### config.mk
export PLATFORM = sky130hd
export DESIGN_NAME = pio_ports
export DESIGN_NICKNAME = d
export VERILOG_FILES = /design/src/rtl/pio_pkg.sv /design/src/rtl/pio_ports.sv
export SDC_FILE = /design/constraint.sdc
export NUM_CORES = 1
export LEC_CHECK = 0
export BUFFER_PORTS_ARGS = -buffer_cell sky130_fd_sc_hd__buf_2
export CORE_UTILIZATION = 41
export DETAILED_ROUTE_END_ITERATION = 10
export PLACE_DENSITY_LB_ADDON = 0.12
export SYNTH_ARGS = -nofsm -noshare
export SYNTH_HDL_FRONTEND = slang
export SYNTH_SLANG_ARGS = --single-unit
export TNS_END_PERCENT = 50
### constraint.sdc
create_clock -name clk_sys -period 1.7 [get_ports clk_sys]
set_clock_uncertainty 0.05 [all_clocks]
set_input_delay 0 -clock clk_sys [delete_from_list [all_inputs] [get_ports clk_sys]]
set_output_delay 0 -clock clk_sys [all_outputs]
set_load 0.05 [all_outputs]
### src/rtl/pio_pkg.sv
// Parallel port block constants and carrier types
package pio_pkg;
  localparam int PIO_AW = 6;
  localparam logic [5:0] PIO_AREA_LAST = 6'h3F;
  localparam logic [5:0] PIO_OFS_P0_LATCH = 6'h00;
  localparam logic [5:0] PIO_OFS_P1_LATCH = 6'h01;
  localparam logic [5:0] PIO_OFS_P2_LATCH = 6'h02;
  localparam logic [5:0] PIO_OFS_P1_DIR = 6'h09;
  localparam logic [5:0] PIO_OFS_P0_DRIVE = 6'h0B;
  localparam logic [5:0] PIO_OFS_P0_PINS = 6'h0C;
  localparam logic [5:0] PIO_OFS_P2_PINS = 6'h0D;
  localparam logic [7:0] PIO_RST_P0_LATCH = 8'hFF;
  localparam logic [7:0] PIO_RST_P0_DRIVE = 8'h00;
  localparam logic [4:0] PIO_RST_P1_LATCH = 5'h00;
  localparam logic [4:0] PIO_RST_P1_DIR = 5'h00;
  localparam logic [2:0] PIO_RST_P2_LATCH = 3'h7;
  localparam int PIO_P1_INT_BIT = 0;
  localparam int PIO_P1_EDGE_BIT = 1;
  localparam int PIO_P2_INT_BIT = 0;
  // Enabled edges before the pin event detectors see real levels
  localparam logic [1:0] PIO_SYNC_FILL = 2'h3;
  // Upper fill of port 2 reads; those bits are undefined on the device
  localparam logic [4:0] PIO_P2_FILL = 5'h00;

  typedef struct packed {
    logic [7:0] o;
    logic [7:0] oe;
  } pio_p0_drv_t;

  typedef struct packed {
    logic [4:0] o;
    logic [4:0] oe;
  } pio_p1_drv_t;

  typedef struct packed {
    logic [2:0] o;
    logic [2:0] oe;
  } pio_p2_drv_t;

  typedef struct packed {
    logic p1_lo_fall;
    logic p1_edge;
    logic p2_lo_fall;
  } pio_evt_t;
endpackage : pio_pkg

### src/rtl/pio_ports.sv
// Parallel ports 0 to 2 with their special function area registers
// Operation
// RULE1 - Decode registers within area 0000H to 003FH
// RULE2 - Software avoids reserved area locations
// RULE3 - No read-modify-write on write-only registers
// RULE4 - Outputs latched, inputs pass live pins; code reads pins through two-flop synchronisers and has no port1 pin read
// RULE5 - Pins sampled in read sample state
// RULE6 - Outputs change in write update state
// RULE7 - Reset: port0 latch ones, drive zeros
// RULE8 - Port0 per-bit open-drain or push-pull
// RULE9 - Port0 input: latch one, drive zero
// RULE10 - Port0 latch read, pin-read register
// RULE11 - Port1 five bits, direction, reset zero
// RULE12 - Set port1 latch before output mode
// RULE13 - Port1 bit one flags both edges
// RULE14 - Port1 bit zero port or interrupt
// RULE15 - Select bit: 0 port, 1 interrupt
// RULE16 - Port2 three bits, latch resets ones
// RULE17 - Dual clock: port2 upper pins resonator
// RULE18 - Port2 bit zero flags falling edges
// RULE19 - Port2 latch read, pin-read register
// RULE20 - Port2 read bits 7..3 undefined
// RULE21 - Stop mode floats port2 bit zero
// RULE22 - Drive bit 0 open-drain, 1 push-pull
// RULE23 - Direction 1 output, 0 input
`timescale 1ns/10ps
module pio_ports
  import pio_pkg::*;
(
  input wire logic clk_sys,
  input wire logic rst_n,
  input wire logic clk_en,
  input wire logic [5:0] cpu_addr,
  input wire logic cpu_rd,
  input wire logic cpu_wr,
  input wire logic [7:0] cpu_wdata,
  output logic [7:0] cpu_rdata,
  output logic cpu_hit,
  input wire logic shared_pin_interrupt_select,
  input wire logic dual_clock_mode,
  input wire logic stop_mode,
  input wire logic [7:0] p0_in,
  output pio_p0_drv_t p0_drv,
  input wire logic [4:0] p1_in,
  output pio_p1_drv_t p1_drv,
  input wire logic [2:0] p2_in,
  output pio_p2_drv_t p2_drv,
  output pio_evt_t pin_evt
);

  function automatic logic [7:0] pio_p2_word(input logic [2:0] v);
    pio_p2_word = {PIO_P2_FILL, v};
  endfunction : pio_p2_word

  logic [7:0] p0_latch_r;
  logic [7:0] p0_drive_r;
  logic [4:0] p1_latch_r;
  logic [4:0] p1_dir_r;
  logic [2:0] p2_latch_r;
  logic [7:0] p0_s1_r;
  logic [7:0] p0_s2_r;
  logic [4:0] p1_s1_r;
  logic [4:0] p1_s2_r;
  logic [2:0] p2_s1_r;
  logic [2:0] p2_s2_r;
  logic [4:0] p1_old_r;
  logic [2:0] p2_old_r;
  logic wr_hit;
  logic [7:0] rdata_nxt;
  logic hit_nxt;
  logic [7:0] p0_oe_nxt;
  logic [4:0] p1_oe_nxt;
  logic [2:0] p2_oe_nxt;
  logic [1:0] sync_fill_r;
  logic sync_ready;

  // Two-flop synchronisers on the pins
  always_ff @(posedge clk_sys) begin
    if (!rst_n) begin
      p0_s1_r <= 8'h00;
      p0_s2_r <= 8'h00;
      p1_s1_r <= 5'h00;
      p1_s2_r <= 5'h00;
      p2_s1_r <= 3'h0;
      p2_s2_r <= 3'h0;
      p1_old_r <= 5'h00;
      p2_old_r <= 3'h0;
    end else if (clk_en) begin
      p0_s1_r <= p0_in;
      p0_s2_r <= p0_s1_r;
      p1_s1_r <= p1_in;
      p1_s2_r <= p1_s1_r;
      p2_s1_r <= p2_in;
      p2_s2_r <= p2_s1_r;
      p1_old_r <= p1_s2_r;
      p2_old_r <= p2_s2_r;
    end
  end

  // RULE1 area decode
  assign wr_hit = cpu_wr && (cpu_addr <= PIO_AREA_LAST);

  // RULE7 RULE11 RULE16 latch reset; RULE6 RULE4 write update
  always_ff @(posedge clk_sys) begin
    if (!rst_n) begin
      p0_latch_r <= PIO_RST_P0_LATCH;
      p0_drive_r <= PIO_RST_P0_DRIVE;
      p1_latch_r <= PIO_RST_P1_LATCH;
      p1_dir_r <= PIO_RST_P1_DIR;
      p2_latch_r <= PIO_RST_P2_LATCH;
    end else if (clk_en && wr_hit) begin
      unique case (cpu_addr)
        PIO_OFS_P0_LATCH: p0_latch_r <= cpu_wdata;
        PIO_OFS_P0_DRIVE: p0_drive_r <= cpu_wdata;
        PIO_OFS_P1_LATCH: p1_latch_r <= cpu_wdata[4:0];
        PIO_OFS_P1_DIR: p1_dir_r <= cpu_wdata[4:0];
        PIO_OFS_P2_LATCH: p2_latch_r <= cpu_wdata[2:0];
        default: ;
      endcase
    end
  end

  // Read mux; pin reads return the two-flop synchronised levels, captured on the read cycle
  always_comb begin
    rdata_nxt = 8'h00;
    hit_nxt = 1'b1;
    unique case (cpu_addr)
      // RULE10 latch view
      PIO_OFS_P0_LATCH: rdata_nxt = p0_latch_r;
      PIO_OFS_P1_LATCH: rdata_nxt = {3'h0, p1_latch_r};
      // RULE19 RULE20 latch with undefined upper bits
      PIO_OFS_P2_LATCH: rdata_nxt = pio_p2_word(p2_latch_r);
      PIO_OFS_P1_DIR: rdata_nxt = {3'h0, p1_dir_r};
      PIO_OFS_P0_DRIVE: rdata_nxt = p0_drive_r;
      // RULE5 pin sample
      PIO_OFS_P0_PINS: rdata_nxt = p0_s2_r;
      PIO_OFS_P2_PINS: rdata_nxt = pio_p2_word(p2_s2_r);
      default: hit_nxt = 1'b0;
    endcase
  end

  always_ff @(posedge clk_sys) begin
    if (!rst_n) begin
      cpu_rdata <= 8'h00;
      cpu_hit <= 1'b0;
    end else if (clk_en) begin
      cpu_hit <= cpu_rd && hit_nxt;
      if (cpu_rd) begin
        cpu_rdata <= rdata_nxt;
      end
    end
  end

  // Output enables per port
  always_comb begin
    for (int i = 0; i < 8; i++) begin
      // RULE8 RULE22 open-drain drives only low
      p0_oe_nxt[i] = p0_drive_r[i] | ~p0_latch_r[i];
    end
    // RULE23 direction
    p1_oe_nxt = p1_dir_r;
    // RULE14 RULE15 interrupt select keeps bit zero input
    if (shared_pin_interrupt_select) begin
      p1_oe_nxt[PIO_P1_INT_BIT] = 1'b0;
    end
    // Port 2 outputs are open-drain: drive low only
    p2_oe_nxt = ~p2_latch_r;
    // RULE17 resonator owns upper pins
    if (dual_clock_mode) begin
      p2_oe_nxt[2:1] = 2'b00;
    end
    // RULE21 stop floats bit zero
    if (stop_mode) begin
      p2_oe_nxt[PIO_P2_INT_BIT] = 1'b0;
    end
  end

  always_ff @(posedge clk_sys) begin
    if (!rst_n) begin
      p0_drv <= '{o: PIO_RST_P0_LATCH, oe: 8'h00};
      p1_drv <= '{o: PIO_RST_P1_LATCH, oe: 5'h00};
      p2_drv <= '{o: PIO_RST_P2_LATCH, oe: 3'h0};
    end else if (clk_en) begin
      p0_drv <= '{o: p0_latch_r, oe: p0_oe_nxt};
      p1_drv <= '{o: p1_latch_r, oe: p1_oe_nxt};
      p2_drv <= '{o: p2_latch_r, oe: p2_oe_nxt};
    end
  end

  // Edge detection stays off until synchronisers and old copy hold real
  // pin levels; their reset zeros would otherwise fake an edge
  always_ff @(posedge clk_sys) begin
    if (!rst_n) begin
      sync_fill_r <= 2'h0;
    end else if (clk_en && !sync_ready) begin
      sync_fill_r <= sync_fill_r + 2'h1;
    end
  end
  assign sync_ready = (sync_fill_r == PIO_SYNC_FILL);

  // Edge events for the interrupt latches, pulses
  always_ff @(posedge clk_sys) begin
    if (!rst_n) begin
      pin_evt <= '0;
    end else if (clk_en) begin
      // RULE14 only when select is set
      pin_evt.p1_lo_fall <= sync_ready && shared_pin_interrupt_select &&
        p1_old_r[PIO_P1_INT_BIT] && !p1_s2_r[PIO_P1_INT_BIT];
      // RULE13 both edges even as output
      pin_evt.p1_edge <= sync_ready && (p1_old_r[PIO_P1_EDGE_BIT] ^
        p1_s2_r[PIO_P1_EDGE_BIT]);
      // RULE18 falling edge even as output
      pin_evt.p2_lo_fall <= sync_ready && p2_old_r[PIO_P2_INT_BIT] &&
        !p2_s2_r[PIO_P2_INT_BIT];
    end
  end
endmodule : pio_ports
---- Word level (Yosys, flattened, before mapping) ----
Cells that the tools add are included.
cells by class
  reductions and logical operators ........ 21
  shift-type cells ........................ 0
  add/subtract/negate cells ............... 1
  eq/ne operators ......................... 7
  $mul .................................... 0
  divide/modulo/power cells ............... 0
  order comparisons ....................... 1
  mux-type cells .......................... 5
  bitwise operators ....................... 18
operator list
  kind                                                              number
  8-bit one-hot mux with 7 select lines                             1
  6-bit by 4-bit == test with 1-bit output (second input constant)  4
  2-bit AND reduction                                               6
  1-bit logical AND                                                 10
  1-bit NOT                                                         8
  1-bit bitwise OR                                                  8
  7-bit OR reduction                                                1
  6-bit by 1-bit == test with 1-bit output (second input constant)  1
  6-bit by 2-bit == test with 1-bit output (second input constant)  1
  6-bit less-or-equal comparator (second input constant)            1
  6-bit zero test                                                   1
  1-bit zero test                                                   3
  1-bit 2-to-1 mux                                                  3
  3-bit NOT                                                         1
  2-bit by 1-bit adder with 2-bit output (second input constant)    1
  2-bit == test (second input constant)                             1
  2-bit 2-to-1 mux                                                  1
  1-bit bitwise XOR                                                 1
storage, ports and cells
  register bits after elaboration ......... 104
  word-level logic and storage cells ...... 78
  output and inout bits ................... 44
  latch bits .............................. 0
  input port bits ......................... 38
  memories kept ........................... 0
  bits in read-only memories .............. 0
  RAM bits ................................ 0

---- Longest topological paths before layout ----
Gate-level depths: netlist of run 1.
  word-level depth ........................ 4
  depth in mapped cells ................... 7
  depth with buffers taken out ............ 4

---- Worst setup path before layout of run 1 ----
Ideal clock, no wire load.
  path type ............................... input to register
  start point ............................. input cpu_addr[0]
  end point ............................... register p0_latch_r[0]
  slack ................................... 145 ps
  library setup time ...................... 129 ps
  arrival ................................. 1376 ps
  stages .................................. 7
  cells stage by stage .................... buf_2 or4_1 buf_2 or3_1 buf_6 mux2i_1 nand2_1
on the way
  longest elaborated chain between the ends .. 4
  elaborated cells on any way between the ends .. 5
  those cells by class .................... order compare: 1; reduce/logical: 4
RTL lines
  element                                 line              source
  start, declared                         pio_ports.sv:33   input wire logic [5:0] cpu_addr,
  6-bit less-or-equal comparator          pio_ports.sv:101  assign wr_hit = cpu_wr && (cpu_addr <= PIO_AREA_LAST);
  1-bit logical AND                       pio_ports.sv:101
  1-bit logical AND                       pio_ports.sv:111  end else if (clk_en && wr_hit) begin
  2-bit AND reduction (no source line) *  -
  end signal, assigned                    pio_ports.sv:113  PIO_OFS_P0_LATCH: p0_latch_r <= cpu_wdata;
  end, declared                           pio_ports.sv:55   logic [7:0] p0_latch_r;
Mark *: on every way between the ends. The rest lies on a longest branch, timed or not.
A chain may end at the register's enable or synchronous reset.

---- Worst setup path after layout of run 1 ----
  start point ............................. input clk_en
  end point ............................... register cpu_rdata[6]
on the way
  longest elaborated chain between the ends .. 1
RTL lines
  element                               line              source
  start, declared                       pio_ports.sv:32   input wire logic clk_en,
  2-bit AND reduction (no source line)  -
  end signal, assigned                  pio_ports.sv:149  cpu_rdata <= rdata_nxt;
  end, declared                         pio_ports.sv:37   output logic [7:0] cpu_rdata,
No other way between the ends.

==> implementation parameters, run 1 <==
Parameter                              Value

Outcome
  Run status    finished, final reports clean

Placed design
  Cells after DPL    611
  Final weighted congestion in routability-driven placement    0.813
  IO buf count    78
  HPWL reported at the end of detailed placement    6670 um
  Worst setup slack after placement    0.0517 ns
  Post-place instance area    4900 sq um

Final layout
  Post-layout nets    551
  Count of fill cells added during filler insertion    962
  Commonest cells after routing, fill and taps aside    104 x sky130_fd_sc_hd__dfxtp_1, 77 x sky130_fd_sc_hd__mux2i_1, 77 x sky130_fd_sc_hd__buf_2, 62 x sky130_fd_sc_hd__nor2b_1
  Final core area utilization    52.4%
  Fraction of final layout cells with drive strength greater than 1    25.3%
  Final Non-Filler Cells    653
  Leading cell type in the layout, fill and taps excluded    sky130_fd_sc_hd__dfxtp_1
  Post-route design area    5390 sq um
  Count of inserted antenna diode cells    0
  Area growth, synth to finish    25.1%

Worst setup path
  Crit path buf inv count    2
  Worst endpoint required time    1.96 ns
  Maximum fanout along the worst path    9
  Top cell family by delay on the critical path    simple AND/OR/NAND/NOR gates
  Master of the slowest instance on the critical path    sky130_fd_sc_hd__nor4b_2
  CP max stage delay    0.67 ns
  Crit Path Category    primary input to register
  Kind of end point of the critical path    register
  Data arrival time of the worst path    1.76 ns
  Series of cell instances along the critical path    dlygate4sd3_1 > buf_4 > nand4_1 > nor4b_2 > a22o_1
  Launching element type of the critical path    primary input

Synthesis
  Synthesis-stage register bit count    104
  Netlist area before placement    4310 sq um
  Instance count of the mapped netlist    407
  Number of enable flip-flop cells after synthesis    0
  Post-Syn Nets    446
  Share of flip-flops with an asynchronous set or reset after synthesis    0%
  Post-synthesis sequential area ratio    48.3%
  Number of warning messages in the yosys log    0
  Mean area per synthesized cell    10.6 sq um
  Number of distinct standard cells referenced by the synthesized netlist    46
  Predominant post-synthesis flop cell    sky130_fd_sc_hd__dfxtp_1

Clocking
  Worst-case clock buffer depth    2
  Number of H-tree levels    3
  CTS tree    done
  Cell at the root of the clock tree    sky130_fd_sc_hd__clkbuf_8
  Sink Count    104
  Latest clock arrival within the worst-skew pair    0.36 ns
  Clock slew seen by the registers of the worst setup and hold paths    0.10 ns
  Post-CTS Setup Repair Bufs    0
  Inserted Clock Buffers    9

Floorplan
  Height of the chip    105 um
  Row count    37
  Width of the die    105 um
  Full die area    10900 sq um
  Initial Utilization    41.9%
  Area of the core    10300 sq um
  Top-level port count    82

Route
  Number of optimization iterations in the first detailed-route pass    4
  Routed length per instance    14.6 um
  Average vias per placed instance    4.94
  Routed wire length    9520 um
  Detailed-route DRC error count    0
  Initial DRC count    115
  Number of nets still failing antenna checks after routing    0
  Vias after detailed routing    3223

STA
  Fin Setup TNS    0 ns
  Number of max-slew violations in the final report    0
  Pin slew with the least headroom to its limit    0.767 ns
  Headroom to the max-slew limit    48.8%
  Shortest clock period the worst path allows after layout    1.50 ns
  Worst setup slack after layout    0.197 ns
  Crit share post-route    88.4%
  Unrepaired setup endpoints after global routing    false
  Total of endpoints with negative setup slack in the final report    0
  Highest Clock Rate    666 MHz
  Final number of hold-violating endpoints    0

Power and ir drop
  Pwr Density    879 nW/um^2
  Worst IR Drop VDD    0.000393 V
  Leakage power figure    2.33 nW

GRT
  Met1 usage    23.6%
  Met3 usage in global routing    3.88%
  Busiest layer in global routing    met2
  Grt met2 use    29.0%
  Number of global-route vias before repair    2954
  Global-route usage over all layers    18.0%
  Pin count of the biggest net entering global routing    74
  Overflow after GRT    0
  First-pass GRT wire length    15500 um
  Number of antenna violations at the first check in global routing    0

Run
  Max-capacitance violation count    0

Worst hold path
  Worst min-delay path class    primary input to register
per-layer routing:
| metal | part of all wire, % | routed length, um | vias to the layer above |
|---|---|---|---|
| li1 | - | - | 1641 |
| met1 | 48 | 4550 | 1508 |
| met2 | 47 | 4510 | 61 |
| met3 | 3.4 | 328 | 13 |
| met4 | 1.4 | 130 | 0 |
| met5 | 0 | 0 | - |
power breakdown:
part | switching, mW | total (mW) | internal (mW) | leakage [nW]
clock | 0.848 | 1.73 | 0.878 | 0.113
sequential | 0.0318 | 2.52 | 2.49 | 0.845
combinational | 0.265 | 0.487 | 0.222 | 1.37
cell usage after synthesis, types with 4 or more instances:
cell type	instances	area, sq um
sky130_fd_sc_hd__a22o_1	8	70.1
sky130_fd_sc_hd__a22oi_1	9	67.6
sky130_fd_sc_hd__clkbuf_1	19	71.3
sky130_fd_sc_hd__dfxtp_1	104	2080
sky130_fd_sc_hd__mux2i_1	77	771
sky130_fd_sc_hd__nand2_1	26	97.6
sky130_fd_sc_hd__nand2b_1	10	62.6
sky130_fd_sc_hd__nand3_1	11	55.1
sky130_fd_sc_hd__nor2_1	7	26.3
sky130_fd_sc_hd__nor2b_1	62	388
sky130_fd_sc_hd__nor3b_1	4	30.0
sky130_fd_sc_hd__o221a_2	8	90.1
what timing repair did:
action | in CTS | in global routing
hold buffers | 26 | 0
endpoints found under the hold margin | 49 | 0
resized for setup | 0 | 0
metrics by stage:
step / hold WS (ns) / power, mW
after global routing: 0.0825 / 4.96
after CTS: 0.0646 / 4.81
final: 0.0825 / 4.74
after floorplan: 0.0751 / 2.88
after detailed placement: 0.195 / 3.02
after global placement: 0.190 / 3.02
final cells by class:
class	instances	area, sq um	area share [%]
Clock buffer	10	138	2.55
Clock inverter	6	90.1	1.67
Inverter	2	7.51	0.139
Multi-Input combinational cell	272	2080	38.6
Sequential cell	104	2080	38.6
Tap cell	136	170	3.16
Timing Repair Buffer	123	821	15.2
logic make-up (layout without fill, tap and decap cells):
logic type / Yosys count / count (layout) / share of synthesized area [%]
and+or+nand+nor: 145 / 145 / 20.4
adders and majority gates: 1 / 1 / 0.290
DFF: 104 / 104 / 48.3
AOI/OAI and AO/OA: 44 / 44 / 8.48
xor gates and xnor gates: 2 / 2 / 0.407
muxes: 80 / 80 / 18.7
buffers and inverters: 31 / 141 / 3.37
path summary, 6_finish.rpt:
kind                                          startpoint                   endpoint  slack [ns]  cells past startpoint
worst max register to register  p1_dir_r[0]$_SDFFE_PN0P_  cpu_rdata[0]$_SDFFE_PN0P_        0.35                      4
worst min-delay path                               rst_n     p2_drv[4]$_SDFFE_PN1P_        0.08                      3
worst min register to register   p0_drv[15]$_SDFFE_PN1P_    p0_drv[15]$_SDFFE_PN1P_        0.43                      2
worst max-delay path                              clk_en  cpu_rdata[6]$_SDFFE_PN0P_        0.20                      5
flip-flops by register name, indices dropped and copies added, names as in the netlist, 3 cells and up:
| register | count |
|---|---|
| p0_s2_r | 8 |
| p1_latch_r | 5 |
| p0_s1_r | 8 |
| p2_latch_r | 3 |
| p0_latch_r | 8 |
| p2_s2_r | 3 |
| p1_drv | 10 |
| p2_drv | 6 |
| p0_drive_r | 8 |
| pin_evt | 3 |
| p2_s1_r | 3 |
| cpu_rdata | 8 |
| p1_dir_r | 5 |
| p0_drv | 16 |
worst reg2reg max path, cell delays in order (launching register included):
cell and delay, ns:
sky130_fd_sc_hd__dfxtp_1 0.35, sky130_fd_sc_hd__mux2_2 0.27, sky130_fd_sc_hd__a22oi_1 0.18, sky130_fd_sc_hd__o221ai_1 0.18, sky130_fd_sc_hd__a22o_1 0.22
Note: power is estimated with default switching activity, not from simulation.
==> run 2, diff against run 1 <==
--- a/config.mk
+++ b/config.mk
@@ -6,6 +6,7 @@
 export NUM_CORES = 1
 export LEC_CHECK = 0
 export BUFFER_PORTS_ARGS = -buffer_cell sky130_fd_sc_hd__buf_2
+export CORE_ASPECT_RATIO = 1.4
 export CORE_UTILIZATION = 41
 export DETAILED_ROUTE_END_ITERATION = 10
 export PLACE_DENSITY_LB_ADDON = 0.12
==> run 2 against run 1 <==
Net effect: non-clock buffer count rose by 1; design area is 0.98% higher; worst hold slack got worse by 0.065 ns; maximum frequency is 5.3% lower; sequential cell count stayed put; sequential power is essentially flat; register-to-register slack barely moved; via count rose by 1.2%; wire length up 4.1%; highest routed layer unchanged; first-iteration DRC count rose by 25%; final cell count unchanged.
==> implementation parameters, run 2 (synthesized netlist as in run 1, its figures left out) <==
Parameter                              Value

GRT
  Pin count of the biggest net entering global routing    82
  Number of antenna violations at the first check in global routing    0
  Global-route usage over all layers    19.5%
  Busiest layer in global routing    met2
  Number of global-route vias before repair    3136
  Overflow after GRT    0
  Met3 usage in global routing    3.47%
  First-pass GRT wire length    15900 um
  Met1 usage    24.6%
  Grt met2 use    32.6%

Route
  Routed length per instance    15.2 um
  Vias after detailed routing    3263
  Number of nets still failing antenna checks after routing    0
  Number of optimization iterations in the first detailed-route pass    4
  Average vias per placed instance    5.00
  Initial DRC count    144
  Routed wire length    9910 um
  Detailed-route DRC error count    0

Clocking
  Clock slew seen by the registers of the worst setup and hold paths    0.06 ns
  Post-CTS Setup Repair Bufs    0
  Number of H-tree levels    3
  Sink Count    104
  CTS tree    done
  Latest clock arrival within the worst-skew pair    0.34 ns
  Cell at the root of the clock tree    sky130_fd_sc_hd__clkbuf_16
  Inserted Clock Buffers    9
  Worst-case clock buffer depth    2

Floorplan
  Area of the core    10100 sq um
  Height of the chip    123 um
  Width of the die    88.6 um
  Full die area    10900 sq um
  Initial Utilization    42.8%
  Top-level port count    82
  Row count    43

STA
  Crit share post-route    93.3%
  Total of endpoints with negative setup slack in the final report    0
  Number of max-slew violations in the final report    0
  Fin Setup TNS    0 ns
  Unrepaired setup endpoints after global routing    false
  Highest Clock Rate    630 MHz
  Headroom to the max-slew limit    36.8%
  Final number of hold-violating endpoints    0
  Shortest clock period the worst path allows after layout    1.59 ns
  Pin slew with the least headroom to its limit    0.940 ns
  Min Hold Slack    0.0176 ns

Final layout
  Area growth, synth to finish    26.3%
  Commonest cells after routing, fill and taps aside    104 x sky130_fd_sc_hd__dfxtp_1, 77 x sky130_fd_sc_hd__mux2i_1, 77 x sky130_fd_sc_hd__buf_2, 62 x sky130_fd_sc_hd__nor2b_1, 26 x sky130_fd_sc_hd__nand2_1
  Number of flip-flops in the largest register    16
  Count of inserted antenna diode cells    0
  Count of fill cells added during filler insertion    951
  Fraction of final layout cells with drive strength greater than 1    25.5%
  Largest regs    p0_drv: 16 flops, p1_drv: 10 flops
  Most flop-heavy register    p0_drv
  Leading cell type in the layout, fill and taps excluded    sky130_fd_sc_hd__dfxtp_1
  Post-layout nets    552

Worst setup path
  Crit path buf inv count    2
  Launching element type of the critical path    primary input
  Top cell family by delay on the critical path    simple AND/OR/NAND/NOR gates
  Master of the slowest instance on the critical path    sky130_fd_sc_hd__nor4b_2
  Data arrival time of the worst path    1.82 ns
  CP max stage delay    0.69 ns
  Series of cell instances along the critical path    dlygate4sd3_1 > buf_4 > nand4_1 > nor4b_2 > a22o_1
  Kind of end point of the critical path    register
  Worst endpoint required time    1.93 ns
  Crit Path Category    primary input to register
  Maximum fanout along the worst path    15

Worst hold path
  Worst min-delay path class    primary input to register

Run
  Max-capacitance violation count    0

Placed design
  HPWL reported at the end of detailed placement    7070 um
  IO buf count    78
  Final weighted congestion in routability-driven placement    0.840

Power and ir drop
  Leakage power figure    2.36 nW
  Pwr Density    921 nW/um^2
  Worst IR Drop VDD    0.000555 V

Outcome
  Run status    finished, final reports clean
==> run 2: changes by cell type in the layout (fill, tap and decap cells not counted) <==
| cell | change |
|---|---|
| sky130_fd_sc_hd__clkinvlp_4 | +1 |
| sky130_fd_sc_hd__inv_6 | -2 |
| sky130_fd_sc_hd__bufinv_16 | -1 |
| sky130_fd_sc_hd__clkbuf_16 | +9 |
| sky130_fd_sc_hd__buf_12 | -1 |
| sky130_fd_sc_hd__clkbuf_1 | +1 |
| sky130_fd_sc_hd__clkinv_2 | +2 |
| sky130_fd_sc_hd__dlygate4sd3_1 | -1 |
| sky130_fd_sc_hd__clkbuf_8 | -10 |
| sky130_fd_sc_hd__buf_4 | +3 |
==> run 2: power by group <==
group | switching (mW) | internal (mW) | total, mW
combinational | 0.268 | 0.216 | 0.484
clock | 0.868 | 1.13 | 2.00
sequential | 0.0328 | 2.49 | 2.53
==> run 2: metrics by stage <==
| stage | worst slack (ns) | total power, mW | utilization (%) | instance area (sq um) | cells |
|---|---|---|---|---|---|
| after global routing | 0.0131 | 5.22 | 54.1 | 5440 | 653 |
| after floorplan | 0.145 | 2.88 | - | 4310 | 407 |
| after CTS | 0.120 | 5.07 | 54.1 | 5440 | 653 |
| after global placement | 0.0784 | 3.02 | 48.7 | 4900 | 612 |
| final | 0.113 | 5.01 | 54.1 | 5440 | 653 |
| after detailed placement | 0.0675 | 3.02 | 48.7 | 4900 | 612 |
==> run 2: repair_timing <==
action                    in CTS  in global routing
hold buffers                  25                  0
hold endpoints to repair      46                  0
gates resized for setup        0                  0
==> run 2: worst reg2reg max path, stage by stage (launching register included) <==
cell,delay [ns]
sky130_fd_sc_hd__dfxtp_1,0.35
sky130_fd_sc_hd__nor3b_1,0.14
sky130_fd_sc_hd__o21ai_0,0.28
sky130_fd_sc_hd__o221ai_1,0.19
sky130_fd_sc_hd__a22o_1,0.22
==> run 2: worst paths after layout <==
kind	from	endpoint	slack (ns)	depth (start not counted)
setup / recovery	clk_en	cpu_rdata[3]$_SDFFE_PN0P_	0.11	5
hold / removal	rst_n	p0_latch_r[1]$_SDFFE_PN1P_	0.02	3
setup reg to reg	p2_latch_r[0]$_SDFFE_PN1P_	cpu_rdata[0]$_SDFFE_PN0P_	0.36	4
hold reg to reg	p2_drv[4]$_SDFFE_PN1P_	p2_drv[4]$_SDFFE_PN1P_	0.42	2
==> run 2: area by class of cell <==
class / count / area [sq um] / share of cell area (%)
tap: 135 / 169 / 3.10
clock inverter: 6 / 60.1 / 1.10
inverter: 2 / 7.51 / 0.138
multi-input combinational: 272 / 2080 / 38.2
clock buffer: 10 / 229 / 4.21
timing repair buffer: 124 / 813 / 14.9
sequential: 104 / 2080 / 38.3
==> run 2: per-layer routing <==
metal  share of wire [%]  up-vias  wire length [um]
met2                  49       73              4820
li1                    -     1641                 -
met4                 1.8        0               175
met1                  46     1535              4580
met5                   0        -                 0
met3                 3.3       14               326
==> run 3, diff against run 2 <==
--- a/config.mk
+++ b/config.mk
@@ -6,9 +6,12 @@
 export NUM_CORES = 1
 export LEC_CHECK = 0
 export BUFFER_PORTS_ARGS = -buffer_cell sky130_fd_sc_hd__buf_2
+export CELL_PAD_IN_SITES_DETAIL_PLACEMENT = 0
+export CELL_PAD_IN_SITES_GLOBAL_PLACEMENT = 1
 export CORE_ASPECT_RATIO = 1.4
 export CORE_UTILIZATION = 41
 export DETAILED_ROUTE_END_ITERATION = 10
+export GPL_ROUTABILITY_DRIVEN = 0
 export PLACE_DENSITY_LB_ADDON = 0.12
 export SYNTH_ARGS = -nofsm -noshare
 export SYNTH_HDL_FRONTEND = slang
==> run 3 against run 2 <==
Net effect: global-route usage fell by 0.10 points; design area fell by 1.2%; critical endpoint is now cpu_rdata[0]$_SDFFE_PN0P_; wire length decreased by 0.79%; non-clock buffer count fell by 5; combinational power fell by 1%; core utilization is 0.66 points lower; setup slack improved by 0.19 ns; critical path depth decreased by 1.
==> implementation parameters, run 3 (synthesized netlist as in run 1, its figures left out) <==
Parameter                              Value

STA
  Pin slew with the least headroom to its limit    1.03 ns
  Headroom to the max-slew limit    30.5%
  Highest Clock Rate    718 MHz
  Total of endpoints with negative setup slack in the final report    0
  Fin Setup TNS    0 ns
  Number of max-slew violations in the final report    0
  Unrepaired setup endpoints after global routing    false
  Shortest clock period the worst path allows after layout    1.39 ns
  Final number of hold-violating endpoints    0
  Crit share post-route    81.9%

Clocking
  Inserted Clock Buffers    9
  Clock slew seen by the registers of the worst setup and hold paths    0.07 ns
  Cell at the root of the clock tree    sky130_fd_sc_hd__clkbuf_16
  Sink Count    104
  Worst-case clock buffer depth    2
  Latest clock arrival within the worst-skew pair    0.34 ns
  Number of H-tree levels    3
  CTS tree    done
  PostCTS Resize Cnt    0

Worst setup path
  R2R depth    4
  Launching element type of the critical path    register
  Worst endpoint required time    1.89 ns
  Maximum fanout along the worst path    4
  Crit Path Category    register to register
  Kind of end point of the critical path    register
  Data arrival time of the worst path    1.58 ns

Route
  Routed length per instance    15.2 um
  Initial DRC count    158
  Detailed-route DRC error count    0
  Average vias per placed instance    5.01
  Routed wire length    9830 um
  Number of nets still failing antenna checks after routing    0
  Vias after detailed routing    3243
  Number of optimization iterations in the first detailed-route pass    6

Power and ir drop
  Total power of the final layout    4.86 mW
  Pwr Density    903 nW/um^2
  Leakage power figure    2.32 nW
  Worst IR Drop VDD    0.000466 V

GRT
  Number of antenna violations at the first check in global routing    0
  Overflow after GRT    0
  Pin count of the biggest net entering global routing    64
  Global-route usage over all layers    19.4%
  Number of global-route vias before repair    3128
  First-pass GRT wire length    15900 um

Final layout
  Count of inserted antenna diode cells    0
  Post-layout nets    547
  Most flop-heavy register    p0_drv
  Number of flip-flops in the largest register    16
  Fraction of final layout cells with drive strength greater than 1    25.0%
  Leading cell type in the layout, fill and taps excluded    sky130_fd_sc_hd__dfxtp_1
  Area growth, synth to finish    24.8%
  Largest regs    p0_drv: 16 flops, p1_drv: 10 flops
  Post-route design area    5380 sq um
  Commonest cells after routing, fill and taps aside    104 x sky130_fd_sc_hd__dfxtp_1, 77 x sky130_fd_sc_hd__mux2i_1, 77 x sky130_fd_sc_hd__buf_2, 62 x sky130_fd_sc_hd__nor2b_1, 26 x sky130_fd_sc_hd__nand2_1

Run
  Max-capacitance violation count    0

Floorplan
  Row count    43
  Area of the core    10100 sq um
  Height of the chip    123 um
  Top-level port count    82
  Width of the die    88.6 um
  Initial Utilization    42.8%
  Full die area    10900 sq um

Placed design
  Post-place instance area    4870 sq um
  HPWL reported at the end of detailed placement    7020 um
  IO buf count    78

Worst hold path
  Worst min-delay path class    primary input to register
  Worst Hold Path Cells    3

Outcome
  Run status    finished, final reports clean
[run 3: worst max-delay path, stage by stage (launching register included)]
cell and delay [ns]:
sky130_fd_sc_hd__dfxtp_1 0.36, sky130_fd_sc_hd__mux2_2 0.28, sky130_fd_sc_hd__a22oi_1 0.17, sky130_fd_sc_hd__o221ai_1 0.20
sky130_fd_sc_hd__a22o_1 0.23
[run 3: area by class of cell]
type,count,area (sq um)
fill,953,4690
sequential,104,2080
multi-input combinational,272,2080
timing repair buffer,119,773
clock buffer,9,225
tap,135,169
clock inverter,6,37.5
inverter,2,7.51
[run 3: final timing paths]
check,startpoint,endpoint,slack (ns)
worst max-delay path,p2_s2_r[0]$_SDFFE_PN0P_,cpu_rdata[0]$_SDFFE_PN0P_,0.31
worst min-delay path,rst_n,p0_latch_r[4]$_SDFFE_PN1P_,0.02
worst max register to register,p2_s2_r[0]$_SDFFE_PN0P_,cpu_rdata[0]$_SDFFE_PN0P_,0.31
worst min register to register,p0_drv[12]$_SDFFE_PN1P_,p0_drv[12]$_SDFFE_PN1P_,0.42
[run 3: metrics by stage]
step           hold slack (ns)  utilization (%)  worst slack (ns)  instances
3_3_place_gp             0.184             48.4            0.0939        608
2_1_floorplan           0.0751                -             0.145        407
4_1_cts                0.00552             53.4             0.292        647
3_5_place_dp             0.192             48.4            0.0702        608
6_report                0.0184             53.4             0.307        647
5_1_grt                 0.0255             53.4             0.169        647
[run 3: layer usage]
layer,GRT usage [%],vias to the layer above,share of wire [%]
met3,4.47,13,4.0
met2,32.4,76,47
met4,7.66,0,1.8
met5,0,-,0
li1,-,1634,-
met1,24.1,1520,47
[run 3: timing repair]
| action | CTS | global route |
|---|---|---|
| hold buffers | 24 | 0 |
| buffers inserted | 0 | 0 |
| setup endpoints to repair | 0 | 0 |
| hold endpoints to repair | 45 | 0 |
[run 3: where the power goes]
part | internal [mW] | switching [mW]
combinational | 0.212 | 0.265
sequential | 2.49 | 0.0325
clock | 0.975 | 0.878
total | 3.68 | 1.18
